## config.mk

```make
export PLATFORM = sky130hd
export DESIGN_NAME = uecs_top
export DESIGN_NICKNAME = d
export VERILOG_FILES = /design/src/design/uecs_pkg.sv /design/src/design/uecs_top.sv
export SDC_FILE = /design/constraint.sdc
export NUM_CORES = 1
export LEC_CHECK = 0
export BUFFER_PORTS_ARGS = -buffer_cell sky130_fd_sc_hd__buf_2
export CAP_MARGIN = 15
export CORE_AREA = 8 8 167 169
export DETAILED_ROUTE_END_ITERATION = 12
export DIE_AREA = 0 0 175 177
export PLACE_DENSITY_LB_ADDON = 0.12
export SETUP_SLACK_MARGIN = 0.3
export SLEW_MARGIN = 10
export SYNTH_ARGS = -nofsm -noshare
export SYNTH_HDL_FRONTEND = slang
export SYNTH_SLANG_ARGS = --single-unit
```

## constraint.sdc

```tcl
create_clock -name clk_sys -period 11.5 [get_ports clk_sys]
set_input_delay 1.725 -clock clk_sys [delete_from_list [all_inputs] [get_ports clk_sys]]
set_output_delay 1.725 -clock clk_sys [all_outputs]
set_load 0.02 [all_outputs]
```

## src/design/uecs_pkg.sv

```systemverilog
// package: register map, field positions, reset values and timing constants for the endpoint control block
package uecs_pkg;
   localparam logic [31:0] DISC_TIMER_ADDR = 32'hF00E0014;
   localparam logic [31:0] EP0_STATUS_ADDR = 32'hF00E0018;
   localparam logic [31:0] EP1_STATUS_ADDR = 32'hF00E001C;
   localparam logic [31:0] DISC_TIMER_RESET = 32'h00000001;
   localparam logic [31:0] EP0_STATUS_RESET = 32'h00000001;
   localparam logic [31:0] EP1_STATUS_RESET = 32'h00000401;
   localparam int DISC_COUNT_W = 23;
   localparam int DISC_START_BIT = 31;
   localparam int DISC_EXP_OFFSET = 7;
   localparam int EP0_MAX_PACKET_CODE_W = 4;
   localparam int EP1_MAX_PACKET_CODE_W = 3;
   localparam int MAX_PACKET_CODE_SET_BIT = 7;
   localparam int EP0_EP0_OUT_READY_BIT = 24;
   localparam int EP0_EP0_IN_READY_BIT = 25;
   localparam int EP0_SENT_STALL_BIT = 26;
   localparam int EP0_EP0_DATA_END_BIT = 27;
   localparam int EP0_EP0_SETUP_END_BIT = 28;
   localparam int EP0_SEND_STALL_BIT = 29;
   localparam int EP0_SV_EP0_OUT_READY_BIT = 30;
   localparam int EP0_SV_EP0_SETUP_END_BIT = 31;
   localparam int EP1_MODE_LO = 8;
   localparam int EP1_MODE_HI = 12;
   localparam int EP1_OUT_ISOCHRONOUS_SELECT_BIT = 8;
   localparam int EP1_OUT_AUTO_CLEAR_BIT = 9;
   localparam int EP1_DIR_BIT = 10;
   localparam int EP1_IN_ISOCHRONOUS_SELECT_BIT = 11;
   localparam int EP1_IN_AUTO_SET_BIT = 12;
   localparam int EP1_MODE_SET_BIT = 15;
   localparam int EP1_EP0_OUT_READY_BIT = 16;
   localparam int EP1_OFULL_BIT = 17;
   localparam int EP1_OUT_OVERRUN_BIT = 18;
   localparam int EP1_OUT_DATA_ERROR_BIT = 19;
   localparam int EP1_OFLUSH_BIT = 20;
   localparam int EP1_OSEND_STALL_BIT = 21;
   localparam int EP1_OSENT_STALL_BIT = 22;
   localparam int EP1_OUT_CLEAR_TOGGLE_BIT = 23;
   localparam int EP1_IRDY_BIT = 24;
   localparam int EP1_IN_FIFO_NOT_EMPTY_BIT = 25;
   localparam int EP1_IN_UNDERRUN_BIT = 26;
   localparam int EP1_IFLUSH_BIT = 27;
   localparam int EP1_ISEND_STALL_BIT = 28;
   localparam int EP1_ISENT_STALL_BIT = 29;
   localparam int EP1_IN_CLEAR_TOGGLE_BIT = 30;
   // disconnect tick: 20.8333 ns, kept in ps to stay integer
   localparam int DISC_TICK_PS = 20833;
   localparam int CLK_PERIOD_PS = 10000;
   // usb-side events from the serial engine, all one-cycle pulses
   typedef struct packed {
      logic ep0_out_received;
      logic ep0_in_sent;
      logic ep0_protocol_stall;
      logic ep0_transfer_end;
      logic ep1_out_loaded;
      logic ep1_out_fifo_full;
      logic ep1_out_overrun;
      logic ep1_out_data_error;
      logic ep1_out_stalled;
      logic ep1_in_sent;
      logic ep1_in_token;
      logic ep1_token_busy;
   } uecs_evt_t;
   // processor-side fifo activity
   typedef struct packed {
      logic ep0_unload_last;
      logic ep1_unload_last;
      logic ep1_load_full_packet;
      logic ep1_load_word;
   } uecs_fifo_t;
   typedef enum logic [2:0] {
      DISC_IDLE = 3'b001,
      DISC_RUN = 3'b010,
      DISC_DONE = 3'b100
   } uecs_disc_state_t;
endpackage

```

## src/design/uecs_top.sv

```systemverilog
// endpoint control/status registers and timed bus-disconnect engine
`timescale 1ns/1ps
`default_nettype none
module uecs_top
   import uecs_pkg::*;
#(
   parameter int TICK_PS = DISC_TICK_PS
)(
   input wire logic clk_sys, // system clock, 100 MHz
   input wire logic reset, // async reset, active high
   input wire logic [31:0] reg_addr, // register byte address
   input wire logic [31:0] reg_wdata, // write data
   input wire logic reg_write, // write strobe
   input wire logic reg_read, // read strobe
   output logic [31:0] reg_rdata, // read data, valid the cycle after the strobe
   input wire uecs_pkg::uecs_evt_t usb_evt, // serial engine event pulses
   input wire uecs_pkg::uecs_fifo_t fifo_evt, // processor fifo activity pulses
   output logic line_se0, // force both data lines low
   output logic disconnect_done_flag, // disconnect finished, cleared by writing zero
   output logic control_endpoint_interrupt_flag, // ep0 event sticky, read-clear
   output logic ep1_interrupt, // ep1 event pulse
   output logic ep0_stall_answer, // answer ep0 tokens with STALL
   output logic ep1_stall_answer, // answer ep1 tokens with STALL
   output logic ep0_fifo_flush, // pulse: discard ep0 fifo
   output logic ep0_fifo_blocked, // processor fifo access invalid
   output logic ep1_fifo_flush, // pulse: discard top ep1 packet
   output logic ep1_in_write_blocked, // processor may not write ep1 fifo
   output logic ep1_send_zero_length, // pulse: send zero-length packet
   output logic ep1_out_toggle, // out data toggle
   output logic ep1_in_toggle // in data toggle
);
   import uecs_pkg::*;

   localparam int CNT_W = 32;
   // tick period in clock cycles rounded to nearest, min one; exponent scales it
   localparam int TICK_CYC = ((TICK_PS + CLK_PERIOD_PS / 2) / CLK_PERIOD_PS) < 1 ? 1 :
      ((TICK_PS + CLK_PERIOD_PS / 2) / CLK_PERIOD_PS);

   logic wr_disc, wr_ep0, wr_ep1, rd_ep0;
   assign wr_disc = reg_write && (reg_addr == DISC_TIMER_ADDR);
   assign wr_ep0 = reg_write && (reg_addr == EP0_STATUS_ADDR);
   assign wr_ep1 = reg_write && (reg_addr == EP1_STATUS_ADDR);
   assign rd_ep0 = reg_read && (reg_addr == EP0_STATUS_ADDR);

   // disconnect engine
   uecs_disc_state_t disc_state_reg;
   logic [DISC_COUNT_W-1:0] disconnect_count_reg;
   logic [CNT_W+8:0] tick_total_reg;
   logic [CNT_W+8:0] tick_cnt_reg;
   logic [7:0] sub_cnt_reg;
   logic disc_done_reg;
   logic [5:0] exp_sat;

   // exponents above the counter width saturate; intervals that long are not testable anyway
   assign exp_sat = (disconnect_count_reg > (DISC_COUNT_W'(CNT_W - DISC_EXP_OFFSET))) ?
      6'(CNT_W) : 6'(disconnect_count_reg[5:0] + 6'(DISC_EXP_OFFSET));

   always_ff @(posedge clk_sys or posedge reset)
      if (reset)
         disconnect_count_reg <= DISC_TIMER_RESET[DISC_COUNT_W-1:0];
      else if (wr_disc && disc_state_reg == DISC_IDLE)
         disconnect_count_reg <= reg_wdata[DISC_COUNT_W-1:0];

   always_ff @(posedge clk_sys or posedge reset)
      if (reset)
      begin
         disc_state_reg <= DISC_IDLE;
         tick_cnt_reg <= '0;
         sub_cnt_reg <= '0;
      end
      else
      begin
         case (disc_state_reg)
            DISC_IDLE:
               if (wr_disc && reg_wdata[DISC_START_BIT])
               begin
                  disc_state_reg <= DISC_RUN;
                  tick_cnt_reg <= '0;
                  sub_cnt_reg <= '0;
               end
            DISC_RUN:
               if (sub_cnt_reg == 8'(TICK_CYC - 1))
               begin
                  sub_cnt_reg <= '0;
                  if (tick_cnt_reg == tick_total_reg - 1'b1)
                     disc_state_reg <= DISC_DONE;
                  tick_cnt_reg <= tick_cnt_reg + 1'b1;
               end
               else
                  sub_cnt_reg <= sub_cnt_reg + 1'b1;
            DISC_DONE:
               disc_state_reg <= DISC_IDLE;
            default:
               disc_state_reg <= DISC_IDLE;
         endcase
      end

   always_ff @(posedge clk_sys or posedge reset)
      if (reset)
         tick_total_reg <= '0;
      else
         tick_total_reg <= (CNT_W+9)'(1) << exp_sat;

   always_ff @(posedge clk_sys or posedge reset)
      if (reset)
         line_se0 <= 1'b0;
      else
         line_se0 <= (disc_state_reg == DISC_RUN);

   // set beats software clear
   always_ff @(posedge clk_sys or posedge reset)
      if (reset)
         disc_done_reg <= 1'b0;
      else if (disc_state_reg == DISC_DONE)
         disc_done_reg <= 1'b1;
      else if (wr_disc && !reg_wdata[DISC_START_BIT])
         disc_done_reg <= 1'b0;
   assign disconnect_done_flag = disc_done_reg;

   // endpoint 0
   logic [EP0_MAX_PACKET_CODE_W-1:0] ep0_max_packet_code_reg;
   logic ep0_ep0_out_ready_reg, ep0_ep0_in_ready_reg, ep0_sstall_reg, ep0_ep0_data_end_reg, ep0_ep0_setup_end_reg, ep0_ep0_send_stall_reg;
   logic ep0_int_reg;

   always_ff @(posedge clk_sys or posedge reset)
      if (reset)
         ep0_max_packet_code_reg <= EP0_STATUS_RESET[EP0_MAX_PACKET_CODE_W-1:0];
      else if (wr_ep0 && reg_wdata[MAX_PACKET_CODE_SET_BIT])
         ep0_max_packet_code_reg <= reg_wdata[EP0_MAX_PACKET_CODE_W-1:0];

   always_ff @(posedge clk_sys or posedge reset)
      if (reset)
      begin
         ep0_ep0_out_ready_reg <= 1'b0;
         ep0_ep0_in_ready_reg <= 1'b0;
         ep0_sstall_reg <= 1'b0;
         ep0_ep0_data_end_reg <= 1'b0;
         ep0_ep0_setup_end_reg <= 1'b0;
         ep0_ep0_send_stall_reg <= 1'b0;
      end
      else
      begin
         if (usb_evt.ep0_out_received)
            ep0_ep0_out_ready_reg <= 1'b1;
         else if (wr_ep0 && reg_wdata[EP0_SV_EP0_OUT_READY_BIT])
            ep0_ep0_out_ready_reg <= 1'b0;
         if (usb_evt.ep0_in_sent)
            ep0_ep0_in_ready_reg <= 1'b0;
         else if (wr_ep0 && reg_wdata[EP0_EP0_IN_READY_BIT])
            ep0_ep0_in_ready_reg <= 1'b1;
         if (usb_evt.ep0_protocol_stall)
            ep0_sstall_reg <= 1'b1;
         else if (wr_ep0 && !reg_wdata[EP0_SENT_STALL_BIT])
            ep0_sstall_reg <= 1'b0;
         if (wr_ep0 && reg_wdata[EP0_EP0_DATA_END_BIT])
            ep0_ep0_data_end_reg <= 1'b1;
         else if (usb_evt.ep0_transfer_end)
            ep0_ep0_data_end_reg <= 1'b0;
         if (usb_evt.ep0_transfer_end && !ep0_ep0_data_end_reg)
            ep0_ep0_setup_end_reg <= 1'b1;
         else if (wr_ep0 && reg_wdata[EP0_SV_EP0_SETUP_END_BIT])
            ep0_ep0_setup_end_reg <= 1'b0;
         if (wr_ep0)
            ep0_ep0_send_stall_reg <= reg_wdata[EP0_SEND_STALL_BIT];
      end

   // sticky until software reads the ep0 status register; set wins over the read
   always_ff @(posedge clk_sys or posedge reset)
      if (reset)
         ep0_int_reg <= 1'b0;
      else if (usb_evt.ep0_out_received || usb_evt.ep0_in_sent || usb_evt.ep0_protocol_stall ||
               (usb_evt.ep0_transfer_end && (ep0_ep0_data_end_reg || !ep0_ep0_setup_end_reg)))
         ep0_int_reg <= 1'b1;
      else if (rd_ep0)
         ep0_int_reg <= 1'b0;
   assign control_endpoint_interrupt_flag = ep0_int_reg;

   always_ff @(posedge clk_sys or posedge reset)
      if (reset)
      begin
         ep0_stall_answer <= 1'b0;
         ep0_fifo_flush <= 1'b0;
         ep0_fifo_blocked <= 1'b0;
      end
      else
      begin
         ep0_stall_answer <= ep0_ep0_send_stall_reg;
         ep0_fifo_flush <= usb_evt.ep0_transfer_end && !ep0_ep0_data_end_reg;
         ep0_fifo_blocked <= ep0_ep0_setup_end_reg;
      end

   // endpoint 1
   logic [EP1_MAX_PACKET_CODE_W-1:0] ep1_max_packet_code_reg;
   logic [EP1_MODE_HI-EP1_MODE_LO:0] ep1_mode_reg;
   logic o_rdy_reg, o_full_reg, o_over_reg, o_derr_reg, o_derr_pend_reg, o_flush_reg;
   logic o_ep0_send_stall_reg, o_ep0_sent_stall_reg, i_rdy_reg, i_nemp_reg, i_under_reg, i_flush_reg;
   logic i_ep0_send_stall_reg, i_ep0_sent_stall_reg, i_drop_next_reg, ep1_int_next;
   logic is_out, out_iso, in_iso, in_stall_hit, in_flush_go, i_rdy_manual;

   assign is_out = !ep1_mode_reg[EP1_DIR_BIT-EP1_MODE_LO];
   assign out_iso = is_out && ep1_mode_reg[EP1_OUT_ISOCHRONOUS_SELECT_BIT-EP1_MODE_LO];
   assign in_iso = !is_out && ep1_mode_reg[EP1_IN_ISOCHRONOUS_SELECT_BIT-EP1_MODE_LO];
   assign in_stall_hit = usb_evt.ep1_in_token && i_ep0_send_stall_reg;
   assign in_flush_go = i_flush_reg && !usb_evt.ep1_token_busy;
   assign i_rdy_manual = wr_ep1 && reg_wdata[EP1_IRDY_BIT] && !i_ep0_send_stall_reg;

   always_ff @(posedge clk_sys or posedge reset)
      if (reset)
      begin
         ep1_max_packet_code_reg <= EP1_STATUS_RESET[EP1_MAX_PACKET_CODE_W-1:0];
         ep1_mode_reg <= EP1_STATUS_RESET[EP1_MODE_HI:EP1_MODE_LO];
      end
      else
      begin
         if (wr_ep1 && reg_wdata[MAX_PACKET_CODE_SET_BIT])
            ep1_max_packet_code_reg <= reg_wdata[EP1_MAX_PACKET_CODE_W-1:0];
         if (wr_ep1 && reg_wdata[EP1_MODE_SET_BIT])
            ep1_mode_reg <= reg_wdata[EP1_MODE_HI:EP1_MODE_LO];
      end

   // out direction flags
   always_ff @(posedge clk_sys or posedge reset)
      if (reset)
      begin
         o_rdy_reg <= 1'b0;
         o_full_reg <= 1'b0;
         o_over_reg <= 1'b0;
         o_derr_reg <= 1'b0;
         o_derr_pend_reg <= 1'b0;
         o_flush_reg <= 1'b0;
         o_ep0_send_stall_reg <= 1'b0;
         o_ep0_sent_stall_reg <= 1'b0;
      end
      else
      begin
         if (usb_evt.ep1_out_loaded && is_out)
            o_rdy_reg <= 1'b1;
         else if ((wr_ep1 && !reg_wdata[EP1_EP0_OUT_READY_BIT]) || o_flush_reg ||
                  (fifo_evt.ep1_unload_last && ep1_mode_reg[EP1_OUT_AUTO_CLEAR_BIT-EP1_MODE_LO]))
            o_rdy_reg <= o_full_reg;
         if (usb_evt.ep1_out_loaded && o_rdy_reg)
            o_full_reg <= usb_evt.ep1_out_fifo_full;
         else if (!o_rdy_reg || o_flush_reg || (wr_ep1 && !reg_wdata[EP1_EP0_OUT_READY_BIT]))
            o_full_reg <= 1'b0;
         if (usb_evt.ep1_out_overrun && out_iso)
            o_over_reg <= 1'b1;
         else if (wr_ep1 && !reg_wdata[EP1_OUT_OVERRUN_BIT])
            o_over_reg <= 1'b0;
         // a second packet's error waits until the first is unloaded
         if (usb_evt.ep1_out_data_error && out_iso && o_rdy_reg)
            o_derr_pend_reg <= 1'b1;
         else if (!o_rdy_reg)
            o_derr_pend_reg <= 1'b0;
         if (usb_evt.ep1_out_data_error && out_iso && !o_rdy_reg)
            o_derr_reg <= 1'b1;
         else if (!o_rdy_reg)
            o_derr_reg <= 1'b0;
         else if (o_derr_pend_reg && !o_full_reg)
            o_derr_reg <= 1'b1;
         if (o_flush_reg)
            o_flush_reg <= 1'b0;
         else if (wr_ep1 && reg_wdata[EP1_OFLUSH_BIT] && o_rdy_reg)
            o_flush_reg <= 1'b1;
         if (wr_ep1)
            o_ep0_send_stall_reg <= reg_wdata[EP1_OSEND_STALL_BIT];
         if (usb_evt.ep1_out_stalled)
            o_ep0_sent_stall_reg <= 1'b1;
         else if (wr_ep1 && !reg_wdata[EP1_OSENT_STALL_BIT])
            o_ep0_sent_stall_reg <= 1'b0;
      end

   // in direction flags
   always_ff @(posedge clk_sys or posedge reset)
      if (reset)
      begin
         i_rdy_reg <= 1'b0;
         i_nemp_reg <= 1'b0;
         i_under_reg <= 1'b0;
         i_flush_reg <= 1'b0;
         i_ep0_send_stall_reg <= 1'b0;
         i_ep0_sent_stall_reg <= 1'b0;
         i_drop_next_reg <= 1'b0;
      end
      else
      begin
         if (usb_evt.ep1_in_sent || in_stall_hit || in_flush_go)
            i_rdy_reg <= 1'b0;
         else if (i_rdy_manual ||
                  (fifo_evt.ep1_load_full_packet && ep1_mode_reg[EP1_IN_AUTO_SET_BIT-EP1_MODE_LO] && !i_ep0_send_stall_reg))
            i_rdy_reg <= 1'b1;
         if (fifo_evt.ep1_load_word && !i_rdy_reg)
            i_nemp_reg <= 1'b1;
         else if (usb_evt.ep1_in_sent || in_flush_go)
            i_nemp_reg <= 1'b0;
         if (usb_evt.ep1_in_token && in_iso && !i_rdy_reg)
            i_under_reg <= 1'b1;
         else if (wr_ep1 && !reg_wdata[EP1_IN_UNDERRUN_BIT])
            i_under_reg <= 1'b0;
         if (usb_evt.ep1_in_token && in_iso && !i_rdy_reg)
            i_drop_next_reg <= 1'b1;
         else if (fifo_evt.ep1_load_full_packet || i_rdy_manual)
            i_drop_next_reg <= 1'b0;
         if (in_flush_go)
            i_flush_reg <= 1'b0;
         else if (wr_ep1 && reg_wdata[EP1_IFLUSH_BIT])
            i_flush_reg <= 1'b1;
         if (wr_ep1)
            i_ep0_send_stall_reg <= reg_wdata[EP1_ISEND_STALL_BIT];
         if (in_stall_hit)
            i_ep0_sent_stall_reg <= 1'b1;
         else if (wr_ep1 && !reg_wdata[EP1_ISENT_STALL_BIT])
            i_ep0_sent_stall_reg <= 1'b0;
      end

   assign ep1_int_next = (i_rdy_reg && (usb_evt.ep1_in_sent || in_stall_hit || in_flush_go)) ||
      o_flush_reg || usb_evt.ep1_out_stalled || (usb_evt.ep1_in_token && in_iso && !i_rdy_reg);

   // data toggles flip on each good packet; clear-toggle writes restart at DATA0
   always_ff @(posedge clk_sys or posedge reset)
      if (reset)
      begin
         ep1_out_toggle <= 1'b0;
         ep1_in_toggle <= 1'b0;
      end
      else
      begin
         if (wr_ep1 && reg_wdata[EP1_OUT_CLEAR_TOGGLE_BIT])
            ep1_out_toggle <= 1'b0;
         else if (usb_evt.ep1_out_loaded)
            ep1_out_toggle <= !ep1_out_toggle;
         if (wr_ep1 && reg_wdata[EP1_IN_CLEAR_TOGGLE_BIT])
            ep1_in_toggle <= 1'b0;
         else if (usb_evt.ep1_in_sent)
            ep1_in_toggle <= !ep1_in_toggle;
      end

   always_ff @(posedge clk_sys or posedge reset)
      if (reset)
      begin
         ep1_interrupt <= 1'b0;
         ep1_stall_answer <= 1'b0;
         ep1_fifo_flush <= 1'b0;
         ep1_in_write_blocked <= 1'b0;
         ep1_send_zero_length <= 1'b0;
      end
      else
      begin
         ep1_interrupt <= ep1_int_next;
         ep1_stall_answer <= is_out ? o_ep0_send_stall_reg : i_ep0_send_stall_reg;
         ep1_fifo_flush <= o_flush_reg || in_flush_go ||
            (i_drop_next_reg && fifo_evt.ep1_load_full_packet);
         ep1_in_write_blocked <= i_rdy_reg;
         ep1_send_zero_length <= usb_evt.ep1_in_token && in_iso && !i_rdy_reg;
      end

   // read port
   always_ff @(posedge clk_sys or posedge reset)
      if (reset)
         reg_rdata <= '0;
      else if (reg_read)
         case (reg_addr)
            DISC_TIMER_ADDR: reg_rdata <= {(disc_state_reg != DISC_IDLE), 8'h00, disconnect_count_reg};
            EP0_STATUS_ADDR: reg_rdata <= {2'b00, ep0_ep0_send_stall_reg, ep0_ep0_setup_end_reg, ep0_ep0_data_end_reg,
               ep0_sstall_reg, ep0_ep0_in_ready_reg, ep0_ep0_out_ready_reg, 20'h00000, ep0_max_packet_code_reg};
            EP1_STATUS_ADDR: reg_rdata <= {2'b00, i_ep0_sent_stall_reg, i_ep0_send_stall_reg, i_flush_reg, i_under_reg,
               i_nemp_reg, i_rdy_reg, 1'b0, o_ep0_sent_stall_reg, o_ep0_send_stall_reg, o_flush_reg, o_derr_reg,
               o_over_reg, o_full_reg, o_rdy_reg, 3'b000, ep1_mode_reg, 5'h00, ep1_max_packet_code_reg};
            default: reg_rdata <= '0;
         endcase
      else
         reg_rdata <= '0;

   property p_se0_follows_run;
      @(posedge clk_sys) disable iff (reset) (disc_state_reg == DISC_RUN) |=> line_se0;
   endproperty
   a_se0_follows_run: assert property (p_se0_follows_run) else $error("se0 not driven during disconnect");

   property p_done_sets;
      @(posedge clk_sys) disable iff (reset) (disc_state_reg == DISC_DONE) |=> disconnect_done_flag;
   endproperty
   a_done_sets: assert property (p_done_sets) else $error("done flag missing");

   property p_ep0_ep0_out_ready;
      @(posedge clk_sys) disable iff (reset) usb_evt.ep0_out_received |=> ep0_ep0_out_ready_reg && ep0_int_reg;
   endproperty
   a_ep0_ep0_out_ready: assert property (p_ep0_ep0_out_ready) else $error("ep0 out-ready not set");

   property p_max_packet_code_hold;
      @(posedge clk_sys) disable iff (reset) (wr_ep0 && !reg_wdata[MAX_PACKET_CODE_SET_BIT]) |=> $stable(ep0_max_packet_code_reg);
   endproperty
   a_max_packet_code_hold: assert property (p_max_packet_code_hold) else $error("ep0 max-packet changed without enable");

   property p_ep0_setup_end;
      @(posedge clk_sys) disable iff (reset) (usb_evt.ep0_transfer_end && !ep0_ep0_data_end_reg) |=> ##1 ep0_fifo_blocked;
   endproperty
   a_ep0_setup_end: assert property (p_ep0_setup_end) else $error("setup end not blocking fifo");

   property p_in_stall_refuse;
      @(posedge clk_sys) disable iff (reset) (i_ep0_send_stall_reg && !i_rdy_reg) |=> !i_rdy_reg;
   endproperty
   a_in_stall_refuse: assert property (p_in_stall_refuse) else $error("in-ready set under send-stall");

   property p_underrun;
      @(posedge clk_sys) disable iff (reset)
         (usb_evt.ep1_in_token && in_iso && !i_rdy_reg) |=> ep1_send_zero_length && i_under_reg;
   endproperty
   a_underrun: assert property (p_underrun) else $error("underrun not flagged");

   property p_oflush_self_clear;
      @(posedge clk_sys) disable iff (reset) $rose(o_flush_reg) |=> !o_flush_reg && ep1_fifo_flush;
   endproperty
   a_oflush_self_clear: assert property (p_oflush_self_clear) else $error("out flush did not complete");

   property p_toggle_clear;
      @(posedge clk_sys) disable iff (reset) (wr_ep1 && reg_wdata[EP1_IN_CLEAR_TOGGLE_BIT]) |=> !ep1_in_toggle;
   endproperty
   a_toggle_clear: assert property (p_toggle_clear) else $error("in toggle not cleared");
endmodule // uecs_top
`default_nettype wire

```

==> impl_metrics.yaml, run 1 <==
critical_path:
  crit_family: "simple AND/OR/NAND/NOR gates"
  cp.depth: 9
  critPathRequiredTime_ns: 11.80
  cp_max_fo: 8
  rrSetupSlack_ns: 8.02
  critPathCaptureType: "flip-flop"
  r2r.worst_path.cells: 10
  rr_endpoint: "disc_state_reg[1]"
  cp.buffers_inverters: 1
  critPathLaunchType: "primary input"
  r2r_start: "tick_total_reg[1]"
  cp.arrival_ns: 4.61
  cpMaxStageDelayCell: "nor2b_1"
  critPathMaxStageDelay_ns: 0.68
  crit_type: "in -> reg"
  path_cells: "buf_2 > or4b_4 > nor4_4 > nand4_4 > a211oi_2 > nor2b_1 > and3_1 > xnor2_1 > nor2_1"
timing:
  setup_slack_ns: 7.19
  fmax_mhz: 232
  post-route-period-util_pct: 37.5
  worstMarginPinSlew_ns: 0.872
  setup_tns_ns: 0
  min_period_ns: 4.31
  hold_slack_ns: 0.410
  finalSetupViolCount: 0
  rsz0062_at_grt: "no"
  finalMaxSlewViolations: 0
  fin_skew_ns: 0.0167
  slew_headroom_pct: 41.9
  hold_violations: 0
floorplanning:
  start_util_pct: 37.2
  die-area_um2: 31000
  die_x_um: 175
  core_area_um2: 25500
  ios: 129
  die_h_um: 177
  row_count: 59
logic_synthesis:
  yosysSeqAreaShare_pct: 50.8
  async_flop_share_pct: 100
  syn_area_per_cell_um2: 10.2
  synthTopCellsByArea: "dfrtp_1 49%, nor2_1 5.0%, mux2_2 4.5%, xnor2_1 4.4%, xor2_1 3.8%"
  synthFlopType: "dfrtp_1"
  synth_cells: 926
  netlist.area_leader.share_pct: 49.4
  yosysTopAreaCell: "dfrtp_1"
  yosysMostFrequentCell: "dfrtp_1"
  synth_seq_cells: 192
  synth_edf_count: 0
  synthTopCellsByCount: "187 x dfrtp_1, 126 x nor2_1, 72 x nand2_1"
  syn_area_um2: 9460
  yosysWarnings: 0
  yosysUniqueCellTypes: 76
clocking:
  cts_buffers: 17
  cts_sinks: 192
  clk_pin_slew_ns: 0.08
  cts_setup_buffers: 0
  ctsResizeCount: 0
  cts_tree: "yes"
  cts_buffer_depth: 2
  clock_latency_ns: 0.44
  h-tree-depth: 4
  cts.hold.buffers_added: 0
  cts_root_buf: "clkbuf_16"
layout:
  stdcell_count: 1402
  fillers: 2465
  drive_gt1_share_pct: 21.8
  multiInputGateArea_um2: 4460
  area_delta_synth_final_pct: 16.9
  nNetsFinal: 1144
  regArea_um2: 4810
  n_antenna_cell: 0
global_routing:
  grt_usage_pct: 16.2
  grt_pass1_wl_um: 40000
  grt_pass1_vias: 7474
  overflow: 0
  grt_max_degree: 126
  antenna_found_initial: 2
pwr:
  powerDensity_nw_per_um2: 123
  p_sw_w: 0.000360
  intPower_w: 0.00101
  power.leakage_nw: 5.29
  p_clk_share_pct: 45.3
  vdd_ir_drop_max_mv: 0.0896
  pwr-share-seq_pct: 50.2
  combPwrFrac_pct: 4.5
  switching_share_pct: 26.4
hold_path:
  hold_start: "ep0_ep0_send_stall_reg"
  hold_end: "ep0_stall_answer"
  hp-class: "reg -> reg"
  whs_path_depth: 0
drt:
  num_vias: 7162
  routedWlPerCell_um: 17.4
  viasPerCell: 5.11
  drc: 0
  drtAntennaViolNets: 0
  drt_pass1_iterations: 5
  drtIter0Drc: 359
  routed_wirelength_um: 24400
outcome:
  outcome: "complete, no violations"
placement:
  routabilityCongestion: 0.856
  io_buffer_count: 125
  dp.cells: 1370
  dpl_worst_slack_ns: 6.71
  dp_hpwl_um: 17900
flow_run:
  drv_cap: 0
-- layout by cell type, fill, tap and decap left out, drive strengths merged, types with 7 or more instances in the layout --
| master | count |
|---|---|
| nand4 | 13 |
| buf | 129 |
| and3 | 21 |
| a21oi | 19 |
| clkbuf | 17 |
| or4 | 7 |
| inv | 33 |
| nor4 | 25 |
| nand4b | 8 |
| conb | 9 |
| xnor2 | 48 |
| nor2b | 11 |
| nor2 | 126 |
| nor3 | 31 |
| xor2 | 41 |
| dfrtp | 187 |
| nand2b | 10 |
| or3 | 12 |
| or2 | 7 |
| nand2 | 73 |
| mux2 | 38 |
| mux2i | 12 |
| nand3 | 37 |
| and4 | 16 |
| o21ai | 35 |
| a22oi | 13 |
-- metal layers --
| metal | up-vias | track usage, % | part of all wire, % |
|---|---|---|---|
| met5 | - | 0 | 0.070 |
| met4 | 4 | 5.23 | 1.8 |
| met3 | 28 | 3.54 | 4.7 |
| met2 | 135 | 26.4 | 48 |
| met1 | 3475 | 21.0 | 46 |
| li1 | 3520 | - | - |
-- kinds of logic (layout without fill, tap and decap cells) --
kind of cell | Yosys count | after routing | share of synthesized area, %
DFF | 192 | 192 | 50.8
adders and majority gates | 6 | 6 | 0.793
AOI/OAI and AO/OA | 112 | 112 | 7.91
muxes | 50 | 50 | 5.79
and+or+nand+nor | 424 | 424 | 24.0
buffers and inverters | 52 | 185 | 2.41
other | 1 | 9 | 0.0396
xor gates and xnor gates | 89 | 89 | 8.24
-- cell type report --
cell class | instances | share of cell area (%)
Timing Repair Buffer | 129 | 5.93
Clock inverter | 15 | 1.78
Multi-Input combinational cell | 690 | 40.3
Inverter | 24 | 0.882
Tap cell | 335 | 3.79
Clock buffer | 17 | 3.85
Sequential cell | 192 | 43.5
-- worst max path at each step --
stage	slack, ns	end	startpoint
floorplan	4.56	control_endpoint_interrupt_flag	reset
global placement	6.68	tick_cnt_reg[27]	reg_addr[25]
detailed placement	6.71	tick_cnt_reg[35]	reg_addr[25]
CTS	7.15	tick_cnt_reg[27]	reg_addr[25]
global route	7.00	tick_cnt_reg[17]	reg_addr[25]
finish	7.19	tick_cnt_reg[27]	reg_addr[25]
-- power by group through the flow --
| stage | Sequential, W | Combinational (W) | Clock [W] |
|---|---|---|---|
| after CTS | 0.000686 | 0.0000629 | 0.000636 |
| after detailed placement | 0.000699 | 0.0000629 | 0 |
| after floorplan | 0.000703 | 0.0000290 | 0 |
| after global routing | 0.000687 | 0.0000686 | 0.000658 |
| after global placement | 0.000699 | 0.0000628 | 0 |
| final | 0.000686 | 0.0000610 | 0.000619 |
-- through the flow --
step | utilization (%) | total power [W] | instance area [um2]
after floorplan | - | 0.000732 | 9490
after global placement | 41.0 | 0.000762 | 10400
after detailed placement | 41.0 | 0.000762 | 10400
after CTS | 43.4 | 0.00138 | 11100
after global routing | 43.4 | 0.00141 | 11100
final | 43.4 | 0.00137 | 11100
No activity file was read; power rests on OpenSTA's default activity.
==> run 2: changes to the inputs <==
- clock period: 11.5 -> 4.4 ns (I/O delays scaled with it)
==> run 2 against run 1 <==
Critical path depth grew 2. Sequential cell count is the same. Routed wire length shrank 0.39%. First-iteration DRC count shrank 11%. Core utilization grew 0.23 points. Total power grew to 2.6 times the previous value. Largest cell class unchanged.
==> impl_metrics.yaml, run 2 (synthesis gave the netlist of run 1 again) <==
clocking:
  cts.hold.buffers_added: 0
  cts_tree: "yes"
  cts_sinks: 192
  ctsResizeCount: 0
  cts_root_buf: "clkbuf_16"
  cts_buffer_depth: 2
  clk_pin_slew_ns: 0.09
  cts_buffers: 17
  clock_latency_ns: 0.44
  h-tree-depth: 4
  cts_setup_buffers: 0
drt:
  viasPerCell: 5.15
  dr_wl_met2_um: 11600
  drtAntennaViolNets: 0
  met3_length_um: 1030
  drc: 0
  num_vias: 7237
  drt_pass1_iterations: 4
  wl_met1_um: 11300
  routed_wirelength_um: 24300
  drtIter0Drc: 318
  routedWlPerCell_um: 17.3
  dr.max_layer_used: "met5"
floorplanning:
  die_h_um: 177
  ios: 129
  row_count: 59
  die-area_um2: 31000
  start_util_pct: 37.2
  core_area_um2: 25500
  die_x_um: 175
hold_path:
  hp-class: "in -> reg"
global_routing:
  overflow: 0
  grt_pass1_vias: 7419
  grt_max_degree: 117
  grt_pass1_wl_um: 39900
  grt_usage_pct: 16.0
  antenna_found_initial: 2
timing:
  finalSetupViolCount: 0
  fmax_mhz: 313
  finalMaxSlewViolations: 0
  min_period_ns: 3.20
  hold_violations: 0
  hold_slack_ns: 0.375
  fin_skew_ns: 0.0163
  slew_headroom_pct: 48.3
  rsz0062_at_grt: "no"
  worstMarginPinSlew_ns: 0.776
  setup_tns_ns: 0
  post-route-period-util_pct: 72.7
critical_path:
  cp.arrival_ns: 3.56
  critPathMaxStageDelay_ns: 0.54
  critPathCaptureType: "flip-flop"
  cpMaxStageDelayCell: "nor4_2"
  path_cells: "inv_1 > ha_1 > nor4b_1 > buf_4 > nand3_1 > nor4_2 > a21boi_0 > o21ai_0 > a2111oi_0 > and4_1 > and2_1"
  crit_type: "reg -> reg"
  critPathLaunchType: "flip-flop"
  critPathRequiredTime_ns: 4.76
  cp_max_fo: 5
pwr:
  p_total_w: 0.00360
  power.leakage_nw: 5.32
  vdd_ir_drop_max_mv: 0.221
  powerDensity_nw_per_um2: 323
layout:
  nNetsFinal: 1148
  final_cell_mix: "187 x dfrtp_1, 126 x nor2_1, 125 x buf_2"
  mostFrequentLayoutCell: "dfrtp_1"
  drive_gt1_share_pct: 22.1
  n_antenna_cell: 0
  fillers: 2499
  area_delta_synth_final_pct: 17.5
placement:
  routabilityCongestion: 0.844
  io_buffer_count: 125
  dp_hpwl_um: 18300
flow_run:
  drv_cap: 0
outcome:
  outcome: "complete, no violations"
run 2: cell types whose count changed in the layout (fill, tap and decap cells not counted), sizes merged:
cell      delta
buf          +4
clkinv       -1
clkinvlp     +1
run 2: per-layer routing:
layer | vias to the layer above | GRT usage [%]
met4 | 4 | 4.49
met3 | 20 | 3.73
met2 | 137 | 26.2
met5 | - | 0
li1 | 3533 | -
met1 | 3543 | 21.1
run 2: metrics by stage:
stage,std cells,util (%),area (um2),setup WS [ns]
2_1_floorplan,934,-,9500,1.27
4_1_cts,1406,43.7,11100,1.16
3_3_place_gp,1374,41.1,10500,0.754
6_report,1406,43.7,11100,1.20
5_1_grt,1406,43.7,11100,0.861
3_5_place_dp,1374,41.1,10500,0.737
run 2: worst paths after layout:
| path | to | slack [ns] | cells past startpoint | startpoint |
|---|---|---|---|---|
| setup reg to reg | disc_state_reg[2] | 1.20 | 11 | tick_total_reg[0] |
| hold / removal | ep1_out_toggle | 0.37 | 2 | reg_wdata[23] |
| setup / recovery | disc_state_reg[2] | 1.20 | 11 | tick_total_reg[0] |
| max in group asynchronous | sub_cnt_reg[5] | 3.50 | 3 | reset |
| min in group asynchronous | tick_total_reg[40] | 0.39 | 3 | reset |
| hold reg to reg | ep0_stall_answer | 0.41 | 0 | ep0_ep0_send_stall_reg |
run 2: layout make-up:
| class | instances | area, um2 | area share [%] |
|---|---|---|---|
| sequential | 192 | 4810 | 43.3 |
| multi-input combinational | 690 | 4460 | 40.1 |
| inverter | 24 | 93.8 | 0.844 |
| timing repair buffer | 133 | 698 | 6.28 |
| clock inverter | 15 | 215 | 1.94 |
| tap | 335 | 419 | 3.77 |
| clock buffer | 17 | 425 | 3.83 |
run 2: critical path, delay by kind of cell (launching register included):
kind                       cells  cell delay (ns)
and+or+nand+nor                5             1.52
AOI/OAI and AO/OA              3             0.71
DFF                            1             0.43
buffers and inverters          2             0.26
adders and majority gates      1             0.21
run 2: power breakdown:
group	internal, W	switching, W	leakage, nW
logic	0.0000636	0.0000988	2.48
clock network	0.000803	0.000839	0.309
registers	0.00178	0.0000126	2.53
total	0.00265	0.000951	5.32
==> run 3: changes to the inputs <==
- clock period: 4.4 -> 3.3 ns (I/O delays scaled with it)
==> run 3 against run 2 <==
Register-to-register slack got worse by 0.79 ns. Sequential cell count did not move. Sequential share of layout area fell by 1.1 points. Non-clock buffer count rose by 23. First-iteration DRC count rose by 42%. Clock power rose by 32%. Critical endpoint is now disc_state_reg[1]. Critical path depth fell by 3. Cell area rose by 2.6%. Total power rose by 33%. Highest routed layer unchanged. Sequential power rose by 34%. Setup slack got worse by 0.79 ns. Via count rose by 0.48%.
==> impl_metrics.yaml, run 3 (synthesis gave the netlist of run 1 again) <==
outcome:
  outcome: "complete, no violations"
critical_path:
  cpMaxStageDelayCell: "or4_1"
  critPathCaptureType: "flip-flop"
  critPathRequiredTime_ns: 3.58
  crit_type: "reg -> reg"
  cp.arrival_ns: 3.17
  critical_path.startpoint: "tick_total_reg[22]"
  r2r.worst_path.cells: 8
  path_cells: "or4_1 > nor2_1 > nand4_1 > or4_1 > o21a_1 > nor4_2 > and4_4 > a21oi_1"
  r2r_start: "tick_total_reg[22]"
  cp_max_fo: 6
  rrSetupSlack_ns: 0.42
  rr_endpoint: "disc_state_reg[1]"
  critPathMaxStageDelay_ns: 0.55
  critPathLaunchType: "flip-flop"
  crit_top_cell: "or4_1"
drt:
  drc: 0
  routedWlPerCell_um: 17.2
  routed_wirelength_um: 24600
  drtAntennaViolNets: 0
  num_vias: 7272
  drtIter0Drc: 451
  drt_pass1_iterations: 4
  viasPerCell: 5.09
global_routing:
  grt_pass1_vias: 7458
  overflow: 0
  grt_pass1_wl_um: 40000
  grt_usage_pct: 16.1
  grt_max_degree: 43
  antenna_found_initial: 1
hold_path:
  hold_end: "ep1_out_toggle"
  hp-class: "in -> reg"
  whs_path_depth: 2
  hold_start: "reg_wdata[23]"
clocking:
  cts.hold.buffers_added: 0
  cts_sinks: 192
  cts_buffers: 17
  clock_latency_ns: 0.44
  cts_buffer_depth: 2
  h-tree-depth: 4
  cts_tree: "yes"
  cts_root_buf: "clkbuf_16"
  clk_pin_slew_ns: 0.09
floorplanning:
  die_x_um: 175
  ios: 129
  core_area_um2: 25500
  row_count: 59
  die-area_um2: 31000
  die_h_um: 177
  start_util_pct: 37.2
timing:
  setup_tns_ns: 0
  fin_skew_ns: 0.0192
  finalMaxSlewViolations: 0
  hold_slack_ns: 0.211
  post-route-period-util_pct: 87.4
  fmax_mhz: 347
  worstMarginPinSlew_ns: 0.890
  slew_headroom_pct: 40.5
  rsz0062_at_grt: "yes"
  finalSetupViolCount: 0
  min_period_ns: 2.88
  hold_violations: 0
placement:
  dp.cells: 1393
  routabilityCongestion: 0.838
  dp_hpwl_um: 18600
  io_buffer_count: 125
  place_area_um2: 10700
layout:
  stdcell_count: 1429
  area_delta_synth_final_pct: 20.6
  drive_gt1_share_pct: 25.1
  fin_util_pct: 44.8
  design_area_um2: 11400
  nNetsFinal: 1171
  mostFrequentLayoutCell: "dfrtp_1"
  n_antenna_cell: 0
  final_cell_mix: "187 x dfrtp_1, 125 x nor2_1, 125 x buf_2"
pwr:
  vdd_ir_drop_max_mv: 0.301
  powerDensity_nw_per_um2: 420
  power.leakage_nw: 5.44
flow_run:
  drv_cap: 0
-- run 3: changes by cell type in the layout (fill, tap and decap cells not counted), moves of 3 or more --
cell and delta:
buf_4 +20, nor3_1 -4, nor3_2 +4, buf_12 +3
-- run 3: final cells by class --
| type | instances | area (um2) |
|---|---|---|
| flip-flops and latches | 192 | 4810 |
| fillers | 2461 | 14100 |
| inverters | 24 | 93.8 |
| repair buffers | 156 | 908 |
| clock inverters | 15 | 218 |
| clock buffers | 17 | 425 |
| multi-input cells | 690 | 4540 |
| well taps | 335 | 419 |
-- run 3: power by group --
group | internal (W) | switching, W
clock network | 0.00107 | 0.00110
registers | 0.00237 | 0.0000172
logic | 0.0000926 | 0.000135
total | 0.00354 | 0.00125
-- run 3: metrics by stage --
| stage | total power (W) | setup slack (ns) |
|---|---|---|
| 5_1_grt | 0.00498 | 0.268 |
| 3_5_place_dp | 0.00267 | 0.206 |
| 6_report | 0.00479 | 0.417 |
| 4_1_cts | 0.00487 | 0.299 |
| 2_1_floorplan | 0.00255 | 0.333 |
| 3_3_place_gp | 0.00267 | 0.196 |
-- run 3: metal layers --
layer	vias up	wire, um	global-route usage (%)
met5	-	8	0
met4	2	255	4.20
met3	14	1010	3.76
met2	128	11900	26.6
met1	3541	11400	21.0
li1	3587	-	-
-- run 3: timing repair --
item	4_1_cts	5_1_grt
pin swaps	0	3
setup endpoints to repair	3	16
resized for setup	3	18
buffers inserted	0	4
-- run 3: how the worst max path moves through the flow --
stage,cells past startpoint,endpoint
after floorplan,1,control_endpoint_interrupt_flag
after global placement,10,tick_cnt_reg[40]
after detailed placement,9,tick_cnt_reg[34]
after CTS,11,disc_state_reg[1]
after global routing,11,disc_state_reg[1]
final,8,disc_state_reg[1]
-- run 3: worst max-delay path: cells and delay by family (launching register included) --
kind | cells | cell delay (ns)
AND/OR/NAND/NOR | 6 | 2.01
flip-flops | 1 | 0.45
AO/OA/AOI/OAI | 2 | 0.28
